--- src/dpw_map.svh ---
// register offsets, field positions, reset values and timing counts
// assumes inclusion by bare name from the design files
`ifndef DPW_MAP_SVH
`define DPW_MAP_SVH
`define DPW_CTRL_ADDR 8'hAE
`define DPW_C0L_ADDR 8'hB1
`define DPW_C0H_ADDR 8'hB2
`define DPW_C1L_ADDR 8'hB3
`define DPW_C1H_ADDR 8'hB4
`define DPW_CTRL_RESET 8'h00
`define DPW_MODE_MSB 6
`define DPW_MODE_LSB 4
`define DPW_DIV_MSB 3
`define DPW_DIV_LSB 2
`define DPW_SRC_MSB 1
`define DPW_SRC_LSB 0
`define DPW_XTAL_DIV 4'hE
`endif

--- src/dpw_pkg.sv ---
// types shared by the modulator files
// assumes the map header supplies the numeric constants
package dpw_pkg;
  typedef logic [7:0] dpw_byte_t;
  typedef logic [15:0] dpw_word_t;
  typedef enum logic [2:0] {
    DPW_MODE_OFF, DPW_MODE_SINGLE, DPW_MODE_TWIN8, DPW_MODE_TWIN16,
    DPW_MODE_NRZ, DPW_MODE_DUAL8, DPW_MODE_RZ, DPW_MODE_RSVD
  } dpw_mode_e;
endpackage : dpw_pkg

--- src/dpw_tick_if.sv ---
// carries the count tick from the prescaler to the counter
// assumes one clock domain
`timescale 1ns/100ps
interface dpw_tick_if;
  logic restart;
  logic tick;
  logic [1:0] src_sel;
  logic [1:0] div_sel;
  modport pre (input restart, input src_sel, input div_sel, output tick);
  modport core (output restart, output src_sel, output div_sel, input tick);
endinterface : dpw_tick_if

--- src/dpw_prescale.sv ---
// clock source select and prescaler producing a one-cycle count tick
// assumes source clocks are synchronous levels sampled by i_sys_clk
`timescale 1ns/100ps
`include "dpw_map.svh"
module dpw_prescale (
  // clock and reset
  input wire logic i_sys_clk,
  input wire logic i_reset,
  // source clocks
  input wire logic i_crystal_clock,
  input wire logic i_external_count_clock_pin,
  input wire logic i_pll_vco_clock,
  // link to core
  dpw_tick_if.pre tk
);
  logic [3:0] xdiv_reg;
  logic src_q_reg;
  logic xt_q_reg;
  logic [5:0] pre_reg;
  logic src_edge;
  logic xt_edge;
  logic src_level;
  logic [5:0] pre_max;

  always_ff @(posedge i_sys_clk or posedge i_reset) begin
    if (i_reset) begin
      xt_q_reg <= 1'b0;
      src_q_reg <= 1'b0;
    end else begin
      xt_q_reg <= i_crystal_clock;
      src_q_reg <= src_level;
    end
  end
  assign xt_edge = i_crystal_clock & ~xt_q_reg;

  // crystal divided by 15 is a rising edge every 15th crystal edge
  always_ff @(posedge i_sys_clk or posedge i_reset) begin
    if (i_reset) begin
      xdiv_reg <= 4'h0;
    end else if (xt_edge) begin
      xdiv_reg <= (xdiv_reg == `DPW_XTAL_DIV) ? 4'h0 : xdiv_reg + 4'h1;
    end
  end

  always_comb begin
    case (tk.src_sel)
      2'b00: src_level = (xdiv_reg == 4'h0);
      2'b01: src_level = i_crystal_clock;
      2'b10: src_level = i_external_count_clock_pin;
      default: src_level = i_pll_vco_clock;
    endcase
  end
  assign src_edge = src_level & ~src_q_reg;

  always_comb begin
    case (tk.div_sel)
      2'b00: pre_max = 6'h00;
      2'b01: pre_max = 6'h03;
      2'b10: pre_max = 6'h0F;
      default: pre_max = 6'h3F;
    endcase
  end

  always_ff @(posedge i_sys_clk or posedge i_reset) begin
    if (i_reset) begin
      pre_reg <= 6'h00;
    end else if (tk.restart) begin
      pre_reg <= 6'h00;
    end else if (src_edge) begin
      pre_reg <= (pre_reg >= pre_max) ? 6'h00 : pre_reg + 6'h01;
    end
  end
  assign tk.tick = src_edge && (pre_reg >= pre_max) && !tk.restart;
endmodule : dpw_prescale

--- src/dpw_top.sv ---
// dual output pulse-width modulator, modes 0 to 2, with its registers
// assumes a single-cycle register write strobe from the core bus
// Functional notes
// - control write restarts the counter
// - low compare bytes staged in 16-bit modes
// - high write loads pair, applied next cycle
// - control bits 6..4 select the mode
// - control bits 3..2 set prescale 1/4/16/64
// - control bits 1..0 select count source
// - disabled mode leaves both pins undriven
// - mode 1 period from second compare pair
// - mode 1 duty from first compare pair
// - mode 2 period from second compare low
// - mode 2 first output falls at first low
// - mode 2 second output window high bytes
// - second high zero aligns both outputs
`timescale 1ns/100ps
`include "dpw_map.svh"
module dpw_top (
  // clock and reset
  input wire logic i_sys_clk,
  input wire logic i_reset,
  // register port
  input wire logic i_reg_wr,
  input wire logic i_reg_rd,
  input wire logic [7:0] i_reg_addr,
  input wire dpw_pkg::dpw_byte_t i_reg_wdata,
  output logic [7:0] o_reg_rdata,
  output logic o_reg_hit,
  // count sources
  input wire logic i_crystal_clock,
  input wire logic i_external_count_clock_pin,
  input wire logic i_pll_vco_clock,
  // output pins
  output logic o_first_output_pin,
  output logic o_first_output_pin_oe,
  output logic o_second_output_pin,
  output logic o_second_output_pin_oe
);
  import dpw_pkg::*;

  dpw_byte_t ctrl_reg;
  dpw_byte_t stage0_reg;
  dpw_byte_t stage1_reg;
  dpw_word_t c0_reg;
  dpw_word_t c1_reg;
  dpw_word_t act0_reg;
  dpw_word_t act1_reg;
  logic pend_reg;
  dpw_word_t cnt_reg;
  logic out0_reg;
  logic out1_reg;
  dpw_mode_e mode;
  logic wide;
  logic wr_ctrl;
  logic wr_high;
  logic end_cyc;
  dpw_word_t cnt_next;
  logic [16:0] period;

  dpw_tick_if tk ();

  dpw_prescale u_pre (
    .i_sys_clk(i_sys_clk),
    .i_reset(i_reset),
    .i_crystal_clock(i_crystal_clock),
    .i_external_count_clock_pin(i_external_count_clock_pin),
    .i_pll_vco_clock(i_pll_vco_clock),
    .tk(tk)
  );

  assign mode = dpw_mode_e'(ctrl_reg[`DPW_MODE_MSB:`DPW_MODE_LSB]);
  assign wide = (mode == DPW_MODE_SINGLE) || (mode == DPW_MODE_TWIN16) ||
                (mode == DPW_MODE_NRZ) || (mode == DPW_MODE_RZ);
  assign wr_ctrl = i_reg_wr && (i_reg_addr == `DPW_CTRL_ADDR);
  assign wr_high = i_reg_wr && ((i_reg_addr == `DPW_C0H_ADDR) ||
                   (i_reg_addr == `DPW_C1H_ADDR));
  assign tk.restart = wr_ctrl;
  assign tk.div_sel = ctrl_reg[`DPW_DIV_MSB:`DPW_DIV_LSB];
  assign tk.src_sel = ctrl_reg[`DPW_SRC_MSB:`DPW_SRC_LSB];

  always_ff @(posedge i_sys_clk or posedge i_reset) begin
    if (i_reset) begin
      ctrl_reg <= `DPW_CTRL_RESET;
    end else if (wr_ctrl) begin
      ctrl_reg <= {1'b0, i_reg_wdata[6:0]};
    end
  end

  // low bytes go to a hidden stage in wide modes, directly otherwise
  always_ff @(posedge i_sys_clk or posedge i_reset) begin
    if (i_reset) begin
      stage0_reg <= 8'h00;
      stage1_reg <= 8'h00;
      c0_reg <= 16'h0000;
      c1_reg <= 16'h0000;
    end else if (i_reg_wr) begin
      case (i_reg_addr)
        `DPW_C0L_ADDR: begin
          if (wide) stage0_reg <= i_reg_wdata;
          else c0_reg[7:0] <= i_reg_wdata;
        end
        `DPW_C1L_ADDR: begin
          if (wide) stage1_reg <= i_reg_wdata;
          else c1_reg[7:0] <= i_reg_wdata;
        end
        `DPW_C0H_ADDR: begin
          c0_reg[15:8] <= i_reg_wdata;
          if (wide) c0_reg[7:0] <= stage0_reg;
        end
        `DPW_C1H_ADDR: begin
          c1_reg[15:8] <= i_reg_wdata;
          if (wide) c1_reg[7:0] <= stage1_reg;
        end
        default: ;
      endcase
    end
  end

  // a high-byte write arms the swap; when it meets the end of a cycle
  // the set wins, so that pair lands at the next end of cycle instead
  always_ff @(posedge i_sys_clk or posedge i_reset) begin
    if (i_reset) begin
      pend_reg <= 1'b0;
    end else if (wr_high) begin
      pend_reg <= 1'b1;
    end else if (end_cyc) begin
      pend_reg <= 1'b0;
    end
  end

  // working copies change only at the end of a cycle, on a control write or in any mode that is not wide
  always_ff @(posedge i_sys_clk or posedge i_reset) begin
    if (i_reset) begin
      act0_reg <= 16'h0000;
      act1_reg <= 16'h0000;
    end else if ((end_cyc && pend_reg) || wr_ctrl || !wide) begin
      act0_reg <= c0_reg;
      act1_reg <= c1_reg;
    end
  end

  // zero period in mode 1 means the full 65536 count
  always_comb begin
    case (mode)
      DPW_MODE_SINGLE: period = (act1_reg == 16'h0000) ? 17'h10000 :
                         {1'b0, act1_reg};
      DPW_MODE_TWIN8: period = {9'h000, act1_reg[7:0]} + 17'h00001;
      default: period = 17'h10000;
    endcase
  end

  // a cycle ends on the tick that would carry the counter to the period
  assign end_cyc = tk.tick && ({1'b0, cnt_reg} + 17'h00001 >= period);
  assign cnt_next = end_cyc ? 16'h0000 : cnt_reg + 16'h0001;

  always_ff @(posedge i_sys_clk or posedge i_reset) begin
    if (i_reset) begin
      cnt_reg <= 16'h0000;
    end else if (wr_ctrl || mode == DPW_MODE_OFF) begin
      cnt_reg <= 16'h0000;
    end else if (tk.tick) begin
      cnt_reg <= cnt_next;
    end
  end

  always_ff @(posedge i_sys_clk or posedge i_reset) begin
    if (i_reset) begin
      out0_reg <= 1'b0;
      out1_reg <= 1'b0;
    end else begin
      case (mode)
        DPW_MODE_SINGLE: begin
          out0_reg <= (cnt_reg < act0_reg);
          out1_reg <= 1'b0;
        end
        DPW_MODE_TWIN8: begin
          if (cnt_reg[7:0] == 8'h00) out0_reg <= 1'b1;
          if (cnt_reg[7:0] == act0_reg[7:0]) out0_reg <= 1'b0;
          // equal bytes: go-low wins, giving an empty pulse
          if (cnt_reg[7:0] == act1_reg[15:8]) out1_reg <= 1'b1;
          if (cnt_reg[7:0] == act0_reg[15:8]) out1_reg <= 1'b0;
        end
        default: begin
          out0_reg <= 1'b0;
          out1_reg <= 1'b0;
        end
      endcase
    end
  end

  // modes 3 to 7 are not built here and leave the pins undriven as well
  assign o_first_output_pin_oe = (mode == DPW_MODE_SINGLE) ||
                                 (mode == DPW_MODE_TWIN8);
  assign o_second_output_pin_oe = (mode == DPW_MODE_TWIN8);
  assign o_first_output_pin = out0_reg;
  assign o_second_output_pin = out1_reg;

  always_ff @(posedge i_sys_clk or posedge i_reset) begin
    if (i_reset) begin
      o_reg_rdata <= 8'h00;
    end else if (i_reg_rd) begin
      case (i_reg_addr)
        `DPW_CTRL_ADDR: o_reg_rdata <= ctrl_reg;
        `DPW_C0L_ADDR: o_reg_rdata <= c0_reg[7:0];
        `DPW_C0H_ADDR: o_reg_rdata <= c0_reg[15:8];
        `DPW_C1L_ADDR: o_reg_rdata <= c1_reg[7:0];
        `DPW_C1H_ADDR: o_reg_rdata <= c1_reg[15:8];
        default: o_reg_rdata <= 8'h00;
      endcase
    end
  end

  assign o_reg_hit = (i_reg_addr == `DPW_CTRL_ADDR) ||
                     (i_reg_addr == `DPW_C0L_ADDR) ||
                     (i_reg_addr == `DPW_C0H_ADDR) ||
                     (i_reg_addr == `DPW_C1L_ADDR) ||
                     (i_reg_addr == `DPW_C1H_ADDR);
endmodule : dpw_top

--- config.mk ---
export PLATFORM = sky130hd
export DESIGN_NAME = dpw_top
export DESIGN_NICKNAME = d
export VERILOG_FILES = /design/src/dpw_pkg.sv /design/src/dpw_tick_if.sv /design/src/dpw_prescale.sv /design/src/dpw_top.sv
export VERILOG_INCLUDE_DIRS = /design/src /design/src/src
export SDC_FILE = /design/constraint.sdc
export NUM_CORES = 1
export LEC_CHECK = 0
export BUFFER_PORTS_ARGS = -buffer_cell sky130_fd_sc_hd__buf_2
export CAP_MARGIN = 20
export CORE_ASPECT_RATIO = 1.2
export CORE_MARGIN = 2
export CORE_UTILIZATION = 55
export CTS_CLUSTER_SIZE = 12
export DETAILED_ROUTE_END_ITERATION = 7
export HOLD_SLACK_MARGIN = 0.1
export PLACE_DENSITY = 0.72
export SLEW_MARGIN = 20
export SYNTH_ARGS = -nofsm -noshare
export SYNTH_HDL_FRONTEND = slang
export SYNTH_HIERARCHICAL = 1
export SYNTH_SLANG_ARGS = --single-unit
--- constraint.sdc ---
create_clock -name i_sys_clk -period 6.58 [get_ports i_sys_clk]
set_input_delay 0.658 -clock i_sys_clk [delete_from_list [all_inputs] [get_ports i_sys_clk]]
set_output_delay 0.658 -clock i_sys_clk [all_outputs]
set_load 0.02 [all_outputs]
Word level (Yosys, flattened, before mapping)
Cells that the tools add are included.
- add/sub/neg operators: 5
- $mul: 0
- div/mod/pow operators: 0
- $lt $le $gt $ge: 3
- equality and inequality tests: 24
- shifts and indexed selects: 0
- muxes and demuxes: 25
- bitwise logic cells: 4
- reductions and logical operators: 37
- operators by type and width (kind ; number):
    $mux W16 ; 3
    $eq A8 B8 Y1 const B ; 5
    $pmux W8 S5 ; 1
    $pmux W17 S2 ; 1
    $pmux W8 S2 ; 2
    $eq A8 B8 Y1 ; 3
    $mux W8 ; 3
    $mux W6 ; 3
    $pmux W6 S3 ; 1
    $add A16 B1 Y17 const B ; 1
    $ge A17 B17 Y1 ; 1
    $mux W17 ; 1
    $add A16 B1 Y16 const B ; 1
    $logic_not A16 Y1 ; 1
    $lt A16 B16 Y1 ; 1
    $logic_or A1 B1 Y1 ; 12
    $reduce_bool A2 Y1 ; 5
    $add A8 B1 Y9 const B ; 1
    $logic_not A8 Y1 ; 1
    $ne A2 B2 Y1 const B ; 4
    $reduce_and A4 Y1 ; 2
    $mux W1 ; 7
    $add A6 B1 Y6 const B ; 1
    $eq A3 B2 Y1 const B ; 2
    other kinds (20) ; 35
- register bits after elaboration: 126
- bits in latches: 0
- memory bits (writable): 0
- ROM bits: 0
- bits of input ports: 23
- output and inout port bits: 13
- logic and storage cells: 116
- memories: 0

Logic depth before layout (Yosys ltp)
Gate-level depths: netlist (run 1).
- depth in word-level cells: 9
- mapped depth: 16
- gate-level depth less buffers: 14

Cells and area by module
Netlist (run 1), hierarchy kept.
- by module, submodules not included (module ; instances ; cells each ; area an instance (sq um) ; seq. area each (sq um)):
    dpw_top ; 1 ; 590 ; 6351.1 ; 2852.7
    dpw_prescale ; 1 ; 85 ; 747.0 ; 300.3

Worst setup path after synthesis (run 1)
Ideal clock, no wire load.
- kind: flip-flop to flip-flop
- start point: reg ctrl_reg[6]
- end point: reg act0_reg[0]
- setup time: 0.125 ns
- arrival time: 3.433 ns
- data required time: 6.455 ns
- path slack: 3.023 ns
- cell stages (with the launch flop): 15
- path buffers: 2
- period minus slack after synthesis: 3.557 ns
- cell sequence: dfrtp_1 > clkbuf_1 > nor2_1 > nand2_1 > clkinv_1 > a21o_1 > a21oi_1 > ha_1 > a211o_1 > a311oi_1 > a211o_2 > nand3_4 > a311oi_4 > buf_6 > mux2_2
- cells in the longest elaborated chain, start to end: 7
- elaborated cells between the ends (all ways): 15
- classes of those cells: order compare (1); eq/ne (5); mux (1); reduce/logical (8)
- ends and longest elaborated chain (what ; RTL line ; text):
    start, declared ; dpw_top.sv:42 ; dpw_byte_t ctrl_reg;
    start signal, assigned ; dpw_top.sv:84 ; ctrl_reg <= `DPW_CTRL_RESET;
    start signal, assigned ; dpw_top.sv:86 ; ctrl_reg <= {1'b0, i_reg_wdata[6:0]};
    $eq A3 B2 Y1 ; n/a ;
    via o_second_output_pin_oe ; dpw_top.sv:38 ; output logic o_second_output_pin_oe
    $pmux W17 S2 ; dpw_top.sv:145 ; case (mode)
    $ge A17 B17 Y1 ; dpw_top.sv:154 ; assign end_cyc = tk.tick && ({1'b0, cnt_reg} + 17'h00001 >= period);
    $logic_and A1 B1 Y1 ; dpw_top.sv:154 ;
    $logic_and A1 B1 Y1 ; dpw_top.sv:137 ; end else if ((end_cyc && pend_reg) || wr_ctrl || !wide) begin
    $logic_or A1 B1 Y1 (2 in a row) ; dpw_top.sv:137 ;
    end signal, assigned ; dpw_top.sv:138 ; act0_reg <= c0_reg;
    end, declared ; dpw_top.sv:47 ; dpw_word_t act0_reg;
The timed path passes the listed nets, and every way through them passes these cells.
A chain may end at the register's enable or synchronous reset.

Worst setup path in the final report (run 1)
- start point: reg act1_reg[0]
- end point: reg act1_reg[4]
- cells in the longest elaborated chain, start to end: 8
- elaborated cells between the ends (all ways): 9
- classes of those cells: add/sub (1); order compare (1); mux (2); reduce/logical (5)
- ends and longest elaborated chain (what ; RTL line ; text):
    start, declared ; dpw_top.sv:48 ; dpw_word_t act1_reg;
    start signal, assigned ; dpw_top.sv:139 ; act1_reg <= c1_reg;
    parallel branches: the longest is 2 deep, another holds $add A8 B1 Y9 ; n/a ;
    $pmux W17 S2 (*) ; dpw_top.sv:145 ;
    $ge A17 B17 Y1 (*) ; dpw_top.sv:154 ;
    $logic_and A1 B1 Y1 (*) ; dpw_top.sv:154 ;
    $logic_and A1 B1 Y1 (*) ; dpw_top.sv:137 ;
    $logic_or A1 B1 Y1 (*) (2 in a row) ; dpw_top.sv:137 ;
Every way passes the cells marked *.

==> impl.org, run 1 <==
** Run status
- Outcome :: finished, final reports clean

** Clocking
- Number of cells upsized or downsized after cts :: 0
- Number of sinks handled by clock tree synthesis :: 126
- The H-tree was split into 4 levels.
- The number of hold buffers added after CTS was 0.
- TritonCTS built the clock tree.
- The number of setup buffers added after CTS is 0.
- Clk slew on worst S/H paths :: 0.06 ns
- CTS placed an instance of clkbuf_16 at the clock tree root.
- In this run, CTS created clock tree buffers numbering 17.
- Later-pin clock latency in the skew report :: 0.42 ns
- Largest buffer count on any clock path :: 2

** Floorplanning
- The die is 108 microns wide.
- In this run the core area contains 45 standard-cell rows.
- Chip Height :: about 130 microns
- Floorplan die area :: 13800 sq um
- Floorplan core area :: 12600 sq um
- Top-level port count :: 36
- For this configuration, the core starts out at a cell density of 0.563.

** Synthesis
- The biggest area contributor in the post-synthesis netlist is dfrtp_1.
- The most common cell in the synthesized netlist is dfrtp_1.
- After synthesis, the share of cell area in mux cells is 0.141.
- Dividing the synthesized area by the synthesized cell count gives 10.5 sq um.
- The complex-gate fraction of the synthesized area is 0.126.
- Synth top area share :: 0.444
- EDFF count, synth :: 0
- Synthesis handed over a netlist of 675 instances.
- Async set or reset register ratio after synthesis :: 1.00
- Of the total synthesized cell area, the portion taken by AND, OR, NAND and NOR gates is 0.135.
- Most frequent cells after synthesis :: dfrtp_1 (126), mux2_2 (74), nand2_1 (67)
- Of the total synthesized cell area, the portion taken by XOR and XNOR cells is 0.0420.
- Proportion of synthesized chip area in sequential cells :: 0.444
- Counting every net in the synthesized netlist gives 740.
- Post-synth design cell area :: 7100 sq um
- In the post-synthesis netlist, the biggest area contributors are dfrtp_1 (44%), mux2_2 (12%), ha_1 (7.4%).
- Adder-cell share of the synthesized area :: 0.0740
- Seq cells post-synth :: 126
- Dominant combinational cell family by area after synthesis :: multiplexers
- Most frequently used flop master after synthesis :: dfrtp_1
- After synthesis, the netlist uses 59 different library cells.
- Warnings from Yosys :: 6

** Routing
- Number of violations reported at the end of detailed-routing iteration 0 :: 368
- Number of vias in the routed layout :: 5414
- Remaining antenna violation count after routing :: 0
- Dividing the detail-routed wire length by the instance count gives between 15 and 20 microns.
- Number of detailed-route iterations in the first pass :: 5
- Total detailed-routing wirelength :: 17200 microns
- After detailed routing, the number of vias per cell comes to 6.17.
- After detailed routing, the number of remaining DRC violations is 0.

** Worst setup path
- The critical path is of the flop to flop type.
- Delay-heaviest family, CP :: compound AO/OA/AOI/OAI gates
- Cell with the largest stage delay on the worst path :: a31oi_1
- Data arrives at the worst endpoint at approximately 4.5 ns.
- First element of the critical path :: act1_reg[0]
- Count of cells along the worst register-to-register path :: 14
- Startpoint kind of the worst setup timing path :: flop
- Count of cell instances traversed by the critical path :: 14
- CP Capture Type :: flop
- Most used cell along the critical path :: ha_1
- R2R setup slack :: approximately 2.4 ns
- For this run, the slowest stage of the critical path takes 0.64 ns.
- End point of the critical path :: act1_reg[4]
- The worst register-to-register path ends at act1_reg[4].
- In this run the worst path has a maximum fanout of 32.
- Series of cell instances along the critical path :: inv_1 > ha_1 > and3_1 > a31oi_1 > a22oi_1 > ha_1 > a211oi_1 > nor2_1 > a311oi_1 > a211o_2 > nand3_4 > a311oi_4 > buf_4 > mux2_2
- Counting both buffers and inverters, the worst setup path holds a total of 2.
- Worst reg2reg path startpoint :: act1_reg[0]
- At the worst endpoint, the required time is around 7 ns.

** Placement
- After legalization and detailed placement, the total HPWL measured approximately 12000 microns.
- Number of input and output port buffers inserted :: 35
- Placer Congestion :: 0.928
- Cell count after placement :: 846
- OpenSTA, run right after detailed placement, puts the worst setup slack at about 2.4 ns.
- Summing all placed instances gives a cell area of 7360 sq um.

** Timing
- Normalized max-slew margin :: 0.364
- Setup repair after global routing left no endpoint under its margin.
- The worst path meets setup with 2.37 ns of slack.
- Clock skew on the completed layout was measured at 0.00829 ns.
- Counting I/O delays and the setup requirement, the final critical path takes approximately 4.2 ns.
- The number of hold-slack violations in the final timing report came to 0.
- Final cycle utilization of the critical path :: 0.639
- Actual transition at the worst max-transition pin :: 0.955 ns
- Number of max-slew violations in the final report :: 0
- Achievable clock frequency :: 238 MHz
- After routing, the total negative slack on setup checks comes to 0 ns.
- Final setup violation count :: 0
- Hold slack :: 0.278 ns

** Run
- # Max-Cap Violations :: 0

** Finish
- After routing the design area is around 8000 sq um.
- Synth-to-layout area growth :: 12.6%
- Antenna Cells :: 0
- Leaving out filler cells and counting taps, the final layout contains 878.
- The final layout contains 766 nets.
- The filler cells instantiated in the layout total 1023.
- Share of cells above drive strength 1 :: 0.220
- At the end of the flow the core is filled with cells to 0.634.

** Power and ir drop
- Overall power consumption after layout is estimated at 2.20 mW.
- IR analysis of the VDD net gives a maximum drop of approximately 0.19 mV.
- Leakage power figure :: about 3.8 nW
- Power spread over the standard cell area amounts to ~270 nW/um^2.

** Global route
- Total Routing Usage GR :: 0.264
- Global-route wire length before repair :: 27900 microns
- Largest net degree at the start of global routing :: 77
- Vias in the first global route :: 5459
- Global routing finished with a remaining overflow of 0.
- Antenna violations before repair :: 0

** Min path
- The worst hold path belongs to the class primary input to async pin.
[power by group]
group	internal, mW	leakage, nW	switching, mW
Clock	0.643	0.298	0.353
Sequential	0.835	1.72	0.0724
Combinational	0.120	1.82	0.174
Total	1.60	3.83	0.600
[how the worst min path moves through the flow]
stage | startpoint | endpoint | slack [ns]
6_report | i_reset | ctrl_reg[1] | 0.28
4_1_cts | i_reset | ctrl_reg[1] | 0.28
5_1_grt | i_reset | ctrl_reg[1] | 0.31
3_3_place_gp | stage1_reg[7] | stage1_reg[7] | 0.49
3_5_place_dp | stage1_reg[6] | stage1_reg[6] | 0.50
2_1_floorplan | c0_reg[7] | c0_reg[7] | 0.47
[cell usage in the layout (no fill, tap or decap), types with 22 or more instances in the layout]
master / n
buf_2: 35
dfrtp_1: 126
ha_1: 42
inv_1: 25
mux2_2: 74
nand2_1: 67
nand3_1: 24
nor2_1: 32
o21ai_0: 37
xor2_1: 22
[metal layers]
metal | part of all wire | up-vias | wire length (microns) | track usage
met5 | 0 | - | 0 | 0
met4 | 0.028 | 0 | 489 | 0.116
met3 | 0.041 | 36 | 704 | 0.0557
met2 | 0.50 | 174 | 8590 | 0.441
met1 | 0.43 | 2687 | 7440 | 0.331
li1 | - | 2517 | - | -
[worst register-to-register path: cells and delay by family, from the launching register on]
kind,cells,cell delay (ns)
AO/OA/AOI/OAI,6,1.90
adder cells (fa/ha/maj),2,0.54
buffers and inverters,2,0.48
flip-flops,1,0.41
multiplexers,1,0.41
AND/OR/NAND/NOR,3,0.36
[logic make-up (layout without fill, tap and decap cells)]
kind of cell,count (synthesis),count (layout)
buffers and inverters,59,98
flip-flops,126,126
AO/OA/AOI/OAI,128,128
multiplexers,91,91
XOR/XNOR,34,34
adder cells (fa/ha/maj),42,42
AND/OR/NAND/NOR,195,195
[layout make-up]
class	instances	area, sq um	area share
clock buffer	18	439	0.0550
clock inverter	14	191	0.0240
inverter	27	104	0.0130
multi-input combinational	490	3690	0.462
sequential	126	3150	0.395
tap	164	205	0.0257
timing repair buffer	39	205	0.0257
Note: power is estimated with default switching activity, not from simulation.
==> inputs of run 2 (changes only) <==
--- a/config.mk
+++ b/config.mk
@@ -6,6 +6,7 @@
 export SDC_FILE = /design/constraint.sdc
 export NUM_CORES = 1
 export LEC_CHECK = 0
+export ABC_AREA = 1
 export BUFFER_PORTS_ARGS = -buffer_cell sky130_fd_sc_hd__buf_2
 export CAP_MARGIN = 20
 export CORE_ASPECT_RATIO = 1.2
@@ -14,7 +15,7 @@
 export CTS_CLUSTER_SIZE = 12
 export DETAILED_ROUTE_END_ITERATION = 7
 export HOLD_SLACK_MARGIN = 0.1
-export PLACE_DENSITY = 0.72
+export PLACE_DENSITY = 0.75
 export SLEW_MARGIN = 20
 export SYNTH_ARGS = -nofsm -noshare
 export SYNTH_HDL_FRONTEND = slang
==> constraint.sdc (replaced) <==
create_clock -name i_sys_clk -period 3.41 [get_ports i_sys_clk]
set_input_delay 0.341 -clock i_sys_clk [delete_from_list [all_inputs] [get_ports i_sys_clk]]
set_output_delay 0.341 -clock i_sys_clk [all_outputs]
set_load 0.02 [all_outputs]
==> impl.org, run 2 <==
** Power and ir drop
- The total power density per cell area was 513 nW/um^2 (+87%).
- The peak supply drop is 0.370 mV (+91%).
- The static leakage power is 4.31 nW (+13%).

** Worst setup path
- The depth of the most critical reg-to-reg path was 17 (+3).
- The signal on the critical path passes through inv_1 > ha_1 > inv_1 > nor4_1 > a31oi_1 > or2_2 > ha_1 > nand2_1 > nor2_1 > nand2_1 > o21ai_1 > nor2_1 > nand2_1 > nand3_2 > buf_4 > nand3_1 > nand2_1.
- Delay of the slowest critical-path stage :: 0.43 ns (-0.21 ns)
- The worst setup slack for register-to-register paths came to 0.30 ns (-2.08 ns).
- Most used cell along the critical path :: nand2_1
- The number of buffer and inverter instances along the worst setup path was 3 (+1).
- Required time reported for the critical path endpoint :: 3.71 ns (-3.17 ns)
- The arrival time of the worst setup path is 3.41 ns (-1.10 ns).
- Delay-heaviest family, CP :: simple AND/OR/NAND/NOR gates
- The slowest stage of the critical path is the dfrtp_1 cell.
- Worst setup path category :: flop to flop
- Critical-path maximum fanout :: 32 (unchanged)
- STA classifies the critical path endpoint as a flop.
- The worst setup path is launched from a flop.
- Worst reg2reg path startpoint :: act1_reg[0]
- The worst register-to-register path ends at act0_reg[10].

** Placement
- Worst slack after detailed placement :: 0.407 ns (-2.04 ns)
- Cell count after placement :: 1164 (+38%)
- Final HPWL DP :: 13100 microns (+5.8%)
- The number of buffers inserted by port buffering came to 35 (unchanged).
- Placer Congestion :: 0.944 (+1.7%)

** Synthesis
- The most common cell in the synthesized netlist is nand2_1.
- Post-Synthesis Cells :: 977 (+45%)
- Proportion of synthesized chip area in sequential cells :: 0.427 (-0.0175)
- The number of nets in the synthesized netlist was 1042 (+41%).
- Sorting the synthesized cells by how often they occur yields nand2_1 (325), dfrtp_1 (126), inv_1 (99).
- The total standard cell area after synthesis came to 7390 sq um (+4.1%).
- The most used flip-flop cell after synthesis is dfrtp_1.
- Top cells by area in the synthesized netlist :: dfrtp_1 (43%), nand2_1 (17%), ha_1 (7.1%)
- Library cells used by synthesis :: 45 (-24%)
- The share of flip-flops with an asynchronous set or reset is 1.00 (unchanged).
- Synth top area share :: 0.427 (-0.0175)
- The number of warnings issued by yosys came to 6 (unchanged).
- Post-synthesis cell type with the largest combined area :: dfrtp_1
- The number of enable-type register cells in the synthesized netlist was 0 (unchanged).
- The synthesized flop and latch total was 126 (unchanged).
- The average cell area after synthesis was 7.56 sq um (-28%).

** Timing
- Achievable clock frequency :: 321 MHz (+35%)
- The total setup violations reported at the end of the flow was 0 (unchanged).
- Normalized max-slew margin :: 0.496 (+0.133)
- Worst-case setup margin in the final layout :: 0.297 ns (-2.08 ns)
- The worst clock skew is 0.00682 ns (-0.00147 ns).
- Setup total negative slack :: 0 ns (unchanged)
- Final critical-path required period :: 3.11 ns (-1.09 ns)
- The slew at the pin with the worst max-slew slack was 0.755 ns (-0.199 ns).
- Final Hold Fails :: 0 (unchanged)
- The worst hold slack is 0.249 ns (-0.0287 ns).
- Setup repair after global routing left no endpoint under its margin.
- The final-report max-slew violation count was 0 (unchanged).
- The share of the cycle needed by the critical path after routing came to 0.913 (+0.274).

** Routing
- The remaining design rule violation count was 0 (unchanged).
- Number of detailed-route iterations in the first pass :: 6 (+1)
- Number of vias in the routed layout :: 6516 (+20%)
- The remaining number of nets flagged by the antenna check after routing is 0 (unchanged).
- The via count normalized by instance count is 5.45 (-12%).
- Number of violations reported at the end of detailed-routing iteration 0 :: 498 (+35%)
- Total detailed-routing wirelength :: 18100 microns (+5.2%)
- The per-cell routed wire length was 15.1 microns (-23%).

** Clocking
- The number of gates given a new drive strength after cts came to 0 (unchanged).
- Later-pin clock latency in the skew report :: 0.42 ns (about the same)
- Root buffer cell :: clkbuf_16
- The register clock-pin slew on the reported worst setup and hold paths is 0.06 ns (about the same).
- Hold-fix buffers at CTS :: 2 (+2)
- Largest buffer count on any clock path :: 2 (unchanged)
- The H-tree depth is 4 (unchanged).
- The post-CTS setup buffer count is 0 (unchanged).
- Number of sinks handled by clock tree synthesis :: 126 (unchanged)
- CTS tree :: built
- The TritonCTS buffer count was 17 (unchanged).

** Floorplanning
- The starting utilization of the core area came to 0.561 (-0.00223).
- The area inside the core boundary was 13200 sq um (+4.5%).
- The number of core rows was 46 (+2.2%).
- Chip Height :: 131 microns (+2.0%)
- Die width :: 110 microns (+1.9%)
- The I/O pin count is 36 (unchanged).
- The die outline area came to 14400 sq um (+3.9%).

** Min path
- The startpoint identified for the worst hold timing path is i_pll_vco_clock.
- The worst hold path was traced through 3 stages.
- Capture endpoint of the worst hold path :: u_pre/src_q_reg
- Class of the worst hold path :: primary input to flop

** Global route
- The remaining global-route overflow was 0 (unchanged).
- The initial antenna violation count was 0 (unchanged).
- The pin count of the biggest net entering global routing came to 62 (-19%).
- Vias in the first global route :: 6027 (+10%)
- The global-route wire length before repair was 30100 microns (+7.6%).
- The overall fraction of global-route tracks in use was 0.274 (+0.00954).

** Finish
- Commonest non-fill, non-tap cell in the layout :: nand2_1
- Compared with the post-synthesis result, the final layout area differs by 13.2%.
- Antenna Cells :: 0 (unchanged)
- # nets final :: 1082 (+41%)
- The layout filler cell count came to 1142 (+12%).
- The ratio of cells with drive above 1 in the final layout was 0.112 (-0.108).
- The utilization of the core after routing came to 0.635 (+0.000886).
- The area of the multi-input gates came to 3650 sq um (-1.0%).
- The post-layout instance count excluding filler cells came to 1196 (+36%).
- Most frequent cells in the layout :: nand2_1 (325), dfrtp_1 (126), inv_1 (98), o21ai_0 (66), nand3_1 (60)
- Register cell area after layout :: 3150 sq um (unchanged)

** Run
- The max-cap violation count came to 0 (unchanged).

** Run status
- Outcome :: finished, final reports clean
[run 2: kinds of logic (layout without fill, tap and decap cells)]
kind of cell | after synthesis | count (layout) | share of synthesized area
DFF | 126 | 126 | 0.427
and+or+nand+nor | 496 | 496 | 0.286
xor gates and xnor gates | 24 | 24 | 0.0285
buffers and inverters | 142 | 193 | 0.0786
adders and majority gates | 42 | 42 | 0.0711
AOI/OAI and AO/OA | 147 | 147 | 0.110
[run 2: power breakdown]
group | internal, mW | switching, mW
sequential | 1.64 | 0.132
combinational | 0.218 | 0.407
clock | 1.23 | 0.665
total | 3.09 | 1.20
[run 2: how the worst max path moves through the flow]
stage / start / end / slack (ns) / depth (start not counted)
6_report: act1_reg[0] / act0_reg[10] / 0.30 / 17
5_1_grt: act1_reg[0] / act0_reg[3] / 0.001 / 17
4_1_cts: act1_reg[0] / act0_reg[10] / 0.27 / 17
3_5_place_dp: act1_reg[0] / act0_reg[3] / 0.41 / 17
3_3_place_gp: act1_reg[0] / act1_reg[4] / 0.45 / 17
2_1_floorplan: i_reset / act0_reg[0] / 0.05 / 1
[run 2: metrics by stage]
stage	total power, mW	area (sq um)
after floorplan	2.24	7390
after global placement	2.40	7730
after detailed placement	2.41	7730
after CTS	4.31	8360
after global routing	4.49	8360
final	4.29	8360
[run 2: worst register-to-register path: cells and delay by family (launching register included)]
kind,cells,cell delay [ns]
simple gates,10,1.39
flops,1,0.43
fa+ha+maj,2,0.42
buf+inv,3,0.41
compound gates,2,0.33
[run 2: layout make-up]
type | instances | area share
clock buffer | 20 | 0.0534
clock inverter | 10 | 0.0197
inverter | 113 | 0.0512
multi-input combinational | 709 | 0.437
sequential | 126 | 0.377
tap | 168 | 0.0251
timing repair buffer | 50 | 0.0365
[run 2: metal layers]
layer | share of wire | track usage | routed length (microns) | vias to the layer above
li1 | - | - | - | 3241
met1 | 0.43 | 0.356 | 7830 | 3003
met2 | 0.47 | 0.435 | 8580 | 210
met3 | 0.049 | 0.0506 | 879 | 62
met4 | 0.045 | 0.142 | 817 | 0
met5 | 0 | 0 | 0 | -
